### config.mk
export PLATFORM = sky130hd
export DESIGN_NAME = pcs_pad_cell
export DESIGN_NICKNAME = d
export VERILOG_FILES = /design/src/include/pcs_pkg.sv /design/src/design/pcs_pad_cell.sv
export SDC_FILE = /design/constraint.sdc
export NUM_CORES = 1
export LEC_CHECK = 0
export ABC_AREA = 1
export BUFFER_PORTS_ARGS = -buffer_cell sky130_fd_sc_hd__buf_4
export CELL_PAD_IN_SITES_DETAIL_PLACEMENT = 1
export CELL_PAD_IN_SITES_GLOBAL_PLACEMENT = 2
export CORE_MARGIN = 4
export CORE_UTILIZATION = 31
export CTS_BUF_LIST = sky130_fd_sc_hd__clkbuf_4 sky130_fd_sc_hd__clkbuf_8
export DETAILED_ROUTE_END_ITERATION = 16
export GPL_TIMING_DRIVEN = 0
export PLACE_DENSITY = 0.78
export SETUP_SLACK_MARGIN = 0.02
export SLEW_MARGIN = 20
export SYNTH_ARGS = -nofsm -noshare
export SYNTH_HDL_FRONTEND = slang
export SYNTH_SLANG_ARGS = --single-unit
### constraint.sdc
create_clock -name CLK_SYS_I -period 1.7 [get_ports CLK_SYS_I]
set_input_delay 0.085 -clock CLK_SYS_I [delete_from_list [all_inputs] [get_ports CLK_SYS_I]]
set_output_delay 0.085 -clock CLK_SYS_I [all_outputs]
set_load 0.01 [all_outputs]
### src/include/pcs_pkg.sv
// Constants for the programmable pad cell with storage elements
package pcs_pkg;
  // Register byte offsets
  localparam logic [3:0]  ADDR_CTRL     = 4'h0;
  localparam logic [3:0]  ADDR_INV      = 4'h4;
  localparam logic [3:0]  ADDR_ELEM     = 4'h8;
  localparam logic [3:0]  ADDR_STATUS   = 4'hC;
  // Control register fields
  localparam int          CTRL_OUT_STORE  = 0;
  localparam int          CTRL_HIZ_STORE  = 1;
  localparam int          CTRL_OUT_DUAL   = 2;
  localparam int          CTRL_HIZ_DUAL   = 3;
  localparam int          CTRL_TAP_LSB    = 4;
  localparam int          CTRL_TAP_W      = 3;
  localparam int          CTRL_IN_CE_CON  = 7;
  localparam int          CTRL_OUT_CE_CON = 8;
  localparam int          CTRL_HIZ_CE_CON = 9;
  localparam int          CTRL_W          = 10;
  // Inversion bit positions, one per pad, data, clock, enable and force input; global nets have none
  localparam int          INV_PAD     = 0;
  localparam int          INV_OD1     = 1;
  localparam int          INV_OD2     = 2;
  localparam int          INV_HZ1     = 3;
  localparam int          INV_HZ2     = 4;
  localparam int          INV_OHCLK_U = 5;
  localparam int          INV_OHCLK_L = 6;
  localparam int          INV_ICLK_U  = 7;
  localparam int          INV_ICLK_L  = 8;
  localparam int          INV_OUT_EN  = 9;
  localparam int          INV_HIZ_EN  = 10;
  localparam int          INV_IN_EN   = 11;
  localparam int          INV_FORCE   = 12;
  localparam int          INV_OPP     = 13;
  localparam int          INV_W       = 14;
  // Per-element option fields, element n at bit n*ELEM_FW
  localparam int          ELEM_FW       = 5;
  localparam int          ELEM_LATCH    = 0;
  localparam int          ELEM_ASYNC    = 1;
  localparam int          ELEM_POL      = 2;
  localparam int          ELEM_INIT_OWN = 3;
  localparam int          ELEM_INIT_VAL = 4;
  localparam int          NUM_ELEM      = 6;
  localparam int          ELEM_W        = NUM_ELEM * ELEM_FW;
  // Element order: input upper/lower, output upper/lower, hiz upper/lower
  localparam int          EL_IN_U  = 0;
  localparam int          EL_IN_L  = 1;
  localparam int          EL_OUT_U = 2;
  localparam int          EL_OUT_L = 3;
  localparam int          EL_HIZ_U = 4;
  localparam int          EL_HIZ_L = 5;
  // Reset values
  localparam logic [CTRL_W-1:0] CTRL_RST = 10'h000;
  localparam logic [INV_W-1:0]  INV_RST  = 14'h0000;
  localparam logic [ELEM_W-1:0] ELEM_RST = 30'h0000_0000;
  // Pad input delay line depth
  localparam int          DLY_DEPTH = 8;
  // AXI responses
  localparam logic [1:0]  RESP_OKAY   = 2'b00;
  localparam logic [1:0]  RESP_SLVERR = 2'b10;
endpackage

### src/design/pcs_pad_cell.sv
// Pad cell with input, output and hiz paths, six storage elements, AXI4-Lite setup
`timescale 1ns/1ps
module pcs_pad_cell
  import pcs_pkg::*;
(
  input  wire logic        CLK_SYS_I,
  input  wire logic        RST_N_I,
  input  wire logic [3:0]  S_AXI_AWADDR_I,
  input  wire logic        S_AXI_AWVALID_I,
  output logic             S_AXI_AWREADY_O,
  input  wire logic [31:0] S_AXI_WDATA_I,
  input  wire logic [3:0]  S_AXI_WSTRB_I,
  input  wire logic        S_AXI_WVALID_I,
  output logic             S_AXI_WREADY_O,
  output logic [1:0]       S_AXI_BRESP_O,
  output logic             S_AXI_BVALID_O,
  input  wire logic        S_AXI_BREADY_I,
  input  wire logic [3:0]  S_AXI_ARADDR_I,
  input  wire logic        S_AXI_ARVALID_I,
  output logic             S_AXI_ARREADY_O,
  output logic [31:0]      S_AXI_RDATA_O,
  output logic [1:0]       S_AXI_RRESP_O,
  output logic             S_AXI_RVALID_O,
  input  wire logic        S_AXI_RREADY_I,
  input  wire logic        PAD_IN_I,
  output logic             PAD_OUT_O,
  output logic             PAD_OE_O,
  output logic             PAD_DIRECT_O,
  output logic             CAPTURED_FIRST_O,
  output logic             CAPTURED_SECOND_O,
  input  wire logic        OUT_DATA_FIRST_I,
  input  wire logic        OUT_DATA_SECOND_I,
  input  wire logic        HIZ_CTRL_FIRST_I,
  input  wire logic        HIZ_CTRL_SECOND_I,
  input  wire logic        OUT_HIZ_UPPER_CLK_I,
  input  wire logic        OUT_HIZ_LOWER_CLK_I,
  input  wire logic        IN_UPPER_CLK_I,
  input  wire logic        IN_LOWER_CLK_I,
  input  wire logic        OUT_PAIR_ENABLE_I,
  input  wire logic        HIZ_PAIR_ENABLE_I,
  input  wire logic        IN_PAIR_ENABLE_I,
  input  wire logic        SET_RESET_FORCE_I,
  input  wire logic        OPPOSITE_FORCE_I,
  input  wire logic        GLOBAL_SET_RESET_I,
  input  wire logic        GLOBAL_HIZ_NET_I
);

  typedef struct packed {
    logic [CTRL_W-1:0]    ctrl;
    logic [INV_W-1:0]     inv;
    logic [ELEM_W-1:0]    elem_cfg;
    logic [NUM_ELEM-1:0]  q;
    logic [3:0]           clk_prev;
    logic [2:0]           pad_sync;
    logic                 pad_clean;
    logic [DLY_DEPTH-1:0] dly;
    logic                 awready;
    logic                 wready;
    logic                 bvalid;
    logic [1:0]           bresp;
    logic                 arready;
    logic                 rvalid;
    logic [1:0]           rresp;
    logic [31:0]          rdata;
    logic                 pad_out;
    logic                 pad_oe;
    logic                 pad_direct;
  } pcs_state_t;

  // Reset clears elements to zero; initial values need a global set/reset or global hiz net event
  localparam pcs_state_t STATE_RST = '{
    ctrl: CTRL_RST, inv: INV_RST, elem_cfg: ELEM_RST, q: '0, clk_prev: '0,
    pad_sync: '0, pad_clean: 1'b0, dly: '0, awready: 1'b0, wready: 1'b0,
    bvalid: 1'b0, bresp: RESP_OKAY, arready: 1'b0, rvalid: 1'b0,
    rresp: RESP_OKAY, rdata: '0, pad_out: 1'b0, pad_oe: 1'b0,
    pad_direct: 1'b0};

  pcs_state_t state_r;
  pcs_state_t state_nxt;

  // Strobed bytes replace, the rest keep the current register value
  function automatic logic [31:0] merge_bytes(input logic [31:0] old_v,
                                              input logic [31:0] new_v,
                                              input logic [3:0]  strb);
    logic [31:0] res;
    res = old_v;
    for (int b = 0; b < 4; b++) begin
      if (strb[b]) begin
        res[b*8 +: 8] = new_v[b*8 +: 8];
      end
    end
    return res;
  endfunction

  always_comb begin
    logic [INV_W-1:0]    sig;
    logic [3:0]          clk_lvl;
    logic [3:0]          clk_rise;
    logic [NUM_ELEM-1:0] d;
    logic [NUM_ELEM-1:0] e_lvl;
    logic [NUM_ELEM-1:0] e_rise;
    logic [NUM_ELEM-1:0] e_ce;
    logic [NUM_ELEM-1:0] latch;
    logic [NUM_ELEM-1:0] async_f;
    logic [NUM_ELEM-1:0] pol;
    logic [NUM_ELEM-1:0] init;
    logic                ce_in;
    logic                ce_out;
    logic                ce_hiz;
    logic                force_v;
    logic                force_on;
    logic                out_sel_u;
    logic                out_sel_l;
    logic                hiz_sel_u;
    logic                hiz_sel_l;
    logic                out_val;
    logic                hiz_val;
    logic [31:0]         wr_word;
    logic [31:0]         rd_word;
    logic [2:0]          tap;
    // Every local starts defined so no branch leaves a stale value
    sig       = '0;
    clk_lvl   = '0;
    clk_rise  = '0;
    d         = '0;
    e_lvl     = '0;
    e_rise    = '0;
    e_ce      = '0;
    latch     = '0;
    async_f   = '0;
    pol       = '0;
    init      = '0;
    ce_in     = 1'b0;
    ce_out    = 1'b0;
    ce_hiz    = 1'b0;
    force_v   = 1'b0;
    force_on  = 1'b0;
    out_sel_u = 1'b0;
    out_sel_l = 1'b0;
    hiz_sel_u = 1'b0;
    hiz_sel_l = 1'b0;
    out_val   = 1'b0;
    hiz_val   = 1'b0;
    wr_word   = 32'h0000_0000;
    rd_word   = 32'h0000_0000;
    tap       = 3'h0;

    state_nxt = state_r;

    // Pad is asynchronous: three stages, change accepted when stages two and three agree
    state_nxt.pad_sync = {state_r.pad_sync[1:0], PAD_IN_I};
    if (state_r.pad_sync[1] == state_r.pad_sync[2]) begin
      state_nxt.pad_clean = state_r.pad_sync[2];
    end

    sig = {OPPOSITE_FORCE_I, SET_RESET_FORCE_I, IN_PAIR_ENABLE_I, HIZ_PAIR_ENABLE_I,
           OUT_PAIR_ENABLE_I, IN_LOWER_CLK_I, IN_UPPER_CLK_I, OUT_HIZ_LOWER_CLK_I,
           OUT_HIZ_UPPER_CLK_I, HIZ_CTRL_SECOND_I, HIZ_CTRL_FIRST_I,
           OUT_DATA_SECOND_I, OUT_DATA_FIRST_I, state_r.pad_clean} ^ state_r.inv;

    // Programmable delay line on the pad input
    // Tap zero bypasses the line; each further tap adds one cycle
    state_nxt.dly = {state_r.dly[DLY_DEPTH-2:0], sig[INV_PAD]};
    tap = state_r.ctrl[CTRL_TAP_LSB +: CTRL_TAP_W];
    state_nxt.pad_direct = (tap == 3'h0) ? sig[INV_PAD] : state_r.dly[tap - 3'h1];

    // Clock lines are plain logic signals; edges found against last cycle
    // A clock line held high through reset shows one rise at release
    clk_lvl  = {sig[INV_ICLK_L], sig[INV_ICLK_U], sig[INV_OHCLK_L], sig[INV_OHCLK_U]};
    clk_rise = clk_lvl & ~state_r.clk_prev;
    state_nxt.clk_prev = clk_lvl;

    // Enable left unconnected reads as asserted
    ce_in  = sig[INV_IN_EN] | ~state_r.ctrl[CTRL_IN_CE_CON];
    ce_out = sig[INV_OUT_EN] | ~state_r.ctrl[CTRL_OUT_CE_CON];
    ce_hiz = sig[INV_HIZ_EN] | ~state_r.ctrl[CTRL_HIZ_CE_CON];

    // Clock fan-out to the six elements
    e_lvl  = {clk_lvl[1], clk_lvl[0], clk_lvl[1], clk_lvl[0], clk_lvl[3], clk_lvl[2]};
    e_rise = {clk_rise[1], clk_rise[0], clk_rise[1], clk_rise[0],
              clk_rise[3], clk_rise[2]};
    e_ce   = {ce_hiz, ce_hiz, ce_out, ce_out, ce_in, ce_in};
    // Both input elements see the delayed pad
    d      = {sig[INV_HZ2], sig[INV_HZ1], sig[INV_OD2], sig[INV_OD1],
              state_r.pad_direct, state_r.pad_direct};

    for (int n = 0; n < NUM_ELEM; n++) begin
      latch[n]   = state_r.elem_cfg[n*ELEM_FW + ELEM_LATCH];
      async_f[n] = state_r.elem_cfg[n*ELEM_FW + ELEM_ASYNC];
      pol[n]     = state_r.elem_cfg[n*ELEM_FW + ELEM_POL];
      // Initial value defaults to force polarity
      init[n]    = state_r.elem_cfg[n*ELEM_FW + ELEM_INIT_OWN] ?
                   state_r.elem_cfg[n*ELEM_FW + ELEM_INIT_VAL] : pol[n];
    end
    // Dual-edge pair takes the upper polarity
    if (state_r.ctrl[CTRL_OUT_DUAL]) begin
      pol[EL_OUT_L] = pol[EL_OUT_U];
    end
    if (state_r.ctrl[CTRL_HIZ_DUAL]) begin
      pol[EL_HIZ_L] = pol[EL_HIZ_U];
    end
    // A zero on either side of a dual-edge pair wins
    if (state_r.ctrl[CTRL_OUT_DUAL]) begin
      init[EL_OUT_U] = init[EL_OUT_U] & init[EL_OUT_L];
      init[EL_OUT_L] = init[EL_OUT_U];
    end
    if (state_r.ctrl[CTRL_HIZ_DUAL]) begin
      init[EL_HIZ_U] = init[EL_HIZ_U] & init[EL_HIZ_L];
      init[EL_HIZ_L] = init[EL_HIZ_U];
    end

    // Force lines shared by all elements
    // Asynchronous force still only takes effect at system clock edges
    force_on = sig[INV_FORCE] | sig[INV_OPP];
    for (int n = 0; n < NUM_ELEM; n++) begin
      // Opposite force inverts polarity; set/reset takes precedence
      force_v = sig[INV_FORCE] ? pol[n] : ~pol[n];
      // Global events load the initial value first
      if (GLOBAL_SET_RESET_I || GLOBAL_HIZ_NET_I) begin
        state_nxt.q[n] = init[n];
      // Force, clocked or not per element
      end else if (force_on && (async_f[n] || e_rise[n])) begin
        state_nxt.q[n] = force_v;
      // Latch mode transparent while gate high and enabled
      end else if (latch[n]) begin
        if (e_lvl[n] && e_ce[n]) begin
          state_nxt.q[n] = d[n];
        end
      // Flip-flop stores on enabled rising edge
      end else if (e_rise[n] && e_ce[n]) begin
        state_nxt.q[n] = d[n];
      end
    end

    // Element view: transparent latch follows data, else stored state
    // View bypasses the register so an open latch costs no extra cycle
    out_sel_u = (latch[EL_OUT_U] && e_lvl[EL_OUT_U] && e_ce[EL_OUT_U]) ?
                d[EL_OUT_U] : state_r.q[EL_OUT_U];
    out_sel_l = (latch[EL_OUT_L] && e_lvl[EL_OUT_L] && e_ce[EL_OUT_L]) ?
                d[EL_OUT_L] : state_r.q[EL_OUT_L];
    hiz_sel_u = (latch[EL_HIZ_U] && e_lvl[EL_HIZ_U] && e_ce[EL_HIZ_U]) ?
                d[EL_HIZ_U] : state_r.q[EL_HIZ_U];
    hiz_sel_l = (latch[EL_HIZ_L] && e_lvl[EL_HIZ_L] && e_ce[EL_HIZ_L]) ?
                d[EL_HIZ_L] : state_r.q[EL_HIZ_L];
    // Output mux: storage pair or direct lines
    if (!state_r.ctrl[CTRL_OUT_STORE]) begin
      out_sel_u = d[EL_OUT_U];
      out_sel_l = d[EL_OUT_L];
    end
    // Hiz mux: storage pair or direct lines
    if (!state_r.ctrl[CTRL_HIZ_STORE]) begin
      hiz_sel_u = d[EL_HIZ_U];
      hiz_sel_l = d[EL_HIZ_L];
    end
    // Dual-edge selection by the upper clock level
    // Upper value while upper clock high, lower otherwise
    out_val = (state_r.ctrl[CTRL_OUT_DUAL] && !clk_lvl[0]) ? out_sel_l : out_sel_u;
    hiz_val = (state_r.ctrl[CTRL_HIZ_DUAL] && !clk_lvl[0]) ? hiz_sel_l : hiz_sel_u;
    state_nxt.pad_out = out_val;
    // Global hiz net floats the driver regardless of the path
    state_nxt.pad_oe  = ~hiz_val & ~GLOBAL_HIZ_NET_I;

    // AXI4-Lite write: address and data taken together, response follows
    // No ready while a response waits, so one write is in flight at most
    state_nxt.awready = 1'b0;
    state_nxt.wready  = 1'b0;
    if (S_AXI_AWVALID_I && S_AXI_WVALID_I && !state_r.awready && !state_r.bvalid) begin
      state_nxt.awready = 1'b1;
      state_nxt.wready  = 1'b1;
    end
    if (state_r.bvalid && S_AXI_BREADY_I) begin
      state_nxt.bvalid = 1'b0;
    end
    if (state_r.awready && S_AXI_AWVALID_I && S_AXI_WVALID_I) begin
      state_nxt.bvalid = 1'b1;
      state_nxt.bresp  = RESP_OKAY;
      case (S_AXI_AWADDR_I)
        ADDR_CTRL: begin
          wr_word = merge_bytes({22'h00_0000, state_r.ctrl}, S_AXI_WDATA_I, S_AXI_WSTRB_I);
          state_nxt.ctrl = wr_word[CTRL_W-1:0];
        end
        ADDR_INV: begin
          wr_word = merge_bytes({18'h0_0000, state_r.inv}, S_AXI_WDATA_I, S_AXI_WSTRB_I);
          state_nxt.inv = wr_word[INV_W-1:0];
        end
        ADDR_ELEM: begin
          wr_word = merge_bytes({2'b00, state_r.elem_cfg}, S_AXI_WDATA_I, S_AXI_WSTRB_I);
          state_nxt.elem_cfg = wr_word[ELEM_W-1:0];
        end
        ADDR_STATUS: begin
          // Read-only; write ignored
          state_nxt.bresp = RESP_OKAY;
        end
        default: begin
          state_nxt.bresp = RESP_SLVERR;
        end
      endcase
    end

    // AXI4-Lite read
    // Same single-outstanding scheme as the write side
    state_nxt.arready = 1'b0;
    if (S_AXI_ARVALID_I && !state_r.arready && !state_r.rvalid) begin
      state_nxt.arready = 1'b1;
    end
    if (state_r.rvalid && S_AXI_RREADY_I) begin
      state_nxt.rvalid = 1'b0;
    end
    if (state_r.arready && S_AXI_ARVALID_I) begin
      state_nxt.rvalid = 1'b1;
      state_nxt.rresp  = RESP_OKAY;
      case (S_AXI_ARADDR_I)
        ADDR_CTRL:   rd_word = {22'h00_0000, state_r.ctrl};
        ADDR_INV:    rd_word = {18'h0_0000, state_r.inv};
        ADDR_ELEM:   rd_word = {2'b00, state_r.elem_cfg};
        ADDR_STATUS: rd_word = {23'h00_0000, state_r.pad_oe, state_r.pad_out,
                                state_r.pad_clean, state_r.q};
        default: begin
          rd_word = 32'h0000_0000;
          state_nxt.rresp = RESP_SLVERR;
        end
      endcase
      state_nxt.rdata = rd_word;
    end
  end

  // Synchronous reset: state only changes at the system clock edge
  always_ff @(posedge CLK_SYS_I) begin
    if (!RST_N_I) begin
      state_r <= STATE_RST;
    end else begin
      state_r <= state_nxt;
    end
  end

  // All outputs come from state_r, so every port is a flip-flop
  assign S_AXI_AWREADY_O   = state_r.awready;
  assign S_AXI_WREADY_O    = state_r.wready;
  assign S_AXI_BRESP_O     = state_r.bresp;
  assign S_AXI_BVALID_O    = state_r.bvalid;
  assign S_AXI_ARREADY_O   = state_r.arready;
  assign S_AXI_RDATA_O     = state_r.rdata;
  assign S_AXI_RRESP_O     = state_r.rresp;
  assign S_AXI_RVALID_O    = state_r.rvalid;
  assign PAD_OUT_O         = state_r.pad_out;
  assign PAD_OE_O          = state_r.pad_oe;
  assign PAD_DIRECT_O      = state_r.pad_direct;
  assign CAPTURED_FIRST_O  = state_r.q[EL_IN_U];
  assign CAPTURED_SECOND_O = state_r.q[EL_IN_L];

endmodule

==> reports/results.txt <==
Final setup violation count: 0
Critical path arrival: 1930 ps
Worst Setup SP: S_AXI_AWREADY_O
Root Buffer: clkbuf_8
Period utilization: 94.1%
Congestion Overflow GR: 0
Initial Util: 31.8%
Flop2flop setup slack: 100 ps
Pwr/cell area: 815 nW/um^2
Router iterations before antenna repair: 5
Largest area contributor in the netlist: dfxtp_1
Count leader, synth: nand2_1
Fraction of layout instances using a drive strength above 1: 25.5%
Routed WL: 20500 um
CTS Buffer Depth: 2
Post-synthesis cell type count: 36
Clock skew: 7.02 ps
Max Slew Vio Count: 0
CTS tree: yes
Seq/Total Area, Yosys: 41.5%
Rel. slew slack: 43.4%
Biggest register: state_r
Register area: 2300 um^2
Syn avg cell area: 7.21 um^2
I/O Buffers: 106
Post-synth top area share: 41.5%
CTS Sinks: 115
Core footprint: 17400 um^2
Hold Crit Start: S_AXI_WSTRB_I[3]
Mapped Cells: 769
Layout Utilization: 43.3%
Yosys Warn Count: 0
Top post-synthesis cells by area: dfxtp_1 42%, nand2_1 9.2%, o21ai_0 8.8%
CP required: 2030 ps
Outcome: finished clean
Gp weighted congestion: 0.882
Max reg flops: 65
Vias in the first global route: 5976
Post-synth EDFFs: 0
Fin Setup TNS: 0 ps
Chip width: 142 um
Maxcap violations: 0
Final Power: 6.15 mW
Worst skew pair latency: 450 ps
Row count: 48
Drt initial violations: 305
FF-to-FF End: state_r[77]
# IOs: 113
CP startpoint kind: flop
Place WS: 13.4 ps
Async set-or-reset flop fraction in the synthesized netlist: 0%
FF-to-FF path depth: 8
GRT Total Usage: 20.5%
Least-Margin Pin Slew: 850 ps
Filler cells: 2163
Mapped Area: 5540 um^2
Worst min path class: in2reg
Post-DP HPWL: 15600 um
Largest net degree at the start of global routing: 17
CP Capture Point: state_r[77]
Placed insts: 1103
Via density: 4.84
Critical path class: reg2reg
Top cells by count, synth: 136 x nand2_1, 115 x dfxtp_1, 98 x o21ai_0
H-tree Lvls: 4
Area growth from synthesis to layout: 36.2%
Hold Path Stages: 3
Die area: 20100 um^2
ANT nets after route: 0
Synth Flop Type: dfxtp_1
Seq cells post-synth: 115
TritonCTS Buffers: 17
Drt drc: 0
Layout Nets: 1012
Final Hold Fails: 0
Fmax: 625 MHz
RSZ-0062 raised after global routing: true
Drt wl/cell: 17.4 um
Via count: 5716
Worst setup margin: 99.7 ps
Non-Filler Instances: 1181
Worst-path maximum fanout: 10
Multi-input logic area: 2540 um^2
Die height: 142 um
Initial antenna violation count: 0
VDD IR-drop max: 442 uV
Tmin final: 1600 ps
Setup crit end kind: flop
ANT cells: 0
Clock transition at path regs: 70 ps
Pleak: 3.31 nW
R2R Path Start: S_AXI_AWREADY_O
First-pass GRT wire length: 31500 um
-- final cells by class --
class / instances / share of cell area (%)
flip-flops and latches: 115 / 30.5
multi-input cells: 511 / 33.6
clock buffers: 24 / 4.29
clock inverters: 8 / 1.29
inverters: 81 / 4.04
plain buffers: 65 / 5.95
repair buffers: 152 / 16.6
well taps: 225 / 3.73
-- logic make-up (layout without fill, tap and decap cells) --
kind of cell / count (synthesis) / after routing / synth area share (%)
buffers and inverters: 146 / 330 / 13.5
other: 1 / 4 / 0.0677
AND/OR/NAND/NOR: 294 / 294 / 22.9
adder cells (fa/ha/maj): 2 / 2 / 0.451
AO/OA/AOI/OAI: 199 / 199 / 19.7
flip-flops: 115 / 115 / 41.5
XOR/XNOR: 12 / 12 / 1.90
-- repair_timing --
action	4_1_cts	5_1_grt
pin swaps	0	0
resized for setup	2	13
endpoints found under the setup margin	2	34
hold endpoints to repair	62	0
buffers inserted	0	2
hold buffers	44	0
-- stage by stage --
stage | hold WS, ps | area (um^2)
3_5_place_dp | 279 | 6630
4_1_cts | 62.3 | 7500
3_3_place_gp | 270 | 6630
6_report | 97.5 | 7550
5_1_grt | 107 | 7550
2_1_floorplan | 183 | 5550
-- layer usage --
metal / wire length (um) / global-route usage [%] / vias to the layer above
li1: - / - / 2807
met1: 9300 / 27.0 / 2733
met2: 9600 / 33.8 / 150
met3: 1240 / 3.91 / 26
met4: 354 / 6.46 / 0
met5: 0 / 0 / -
-- cells in the final DEF, fill, tap and decap left out, types with 7 or more instances in the layout --
cell / netlist / routed
nor2_4: 2 / 7
o21ai_0: 98 / 96
nand3_1: 40 / 40
inv_1: 77 / 76
clkbuf_8: 0 / 23
nor2_1: 83 / 82
buf_4: 37 / 145
xor2_1: 7 / 7
nand2_2: 18 / 17
o22ai_1: 12 / 12
o21ai_1: 7 / 9
a21oi_2: 12 / 12
dfxtp_1: 115 / 113
nand2_1: 136 / 136
a21oi_1: 59 / 59
buf_2: 9 / 7
dlygate4sd3_1: 0 / 44
clkbuf_1: 8 / 7
-- critical path: stages (launching register included) --
cell     delay (ps)
dfxtp_2         370
nand3_1         120
inv_2           150
nand2_2         120
nor2_4          270
inv_2            70
buf_6           150
o21ai_0         170
a21oi_1          60
-- worst min-delay path by stage --
| stage | slack [ps] | to |
|---|---|---|
| after detailed placement | 280 | state_nxt[54] |
| final | 100 | state_r[93] |
| after CTS | 60 | S_AXI_BRESP_O[1] |
| after global placement | 270 | state_nxt[54] |
| after floorplan | 180 | state_nxt[54] |
| after global routing | 110 | state_r[56] |
-- report_power, final --
group / switching (mW) / internal, mW
sequential: 0.0270 / 2.74
combinational: 0.355 / 0.317
clock: 1.17 / 1.55
Power figures use the tool's default switching activity.
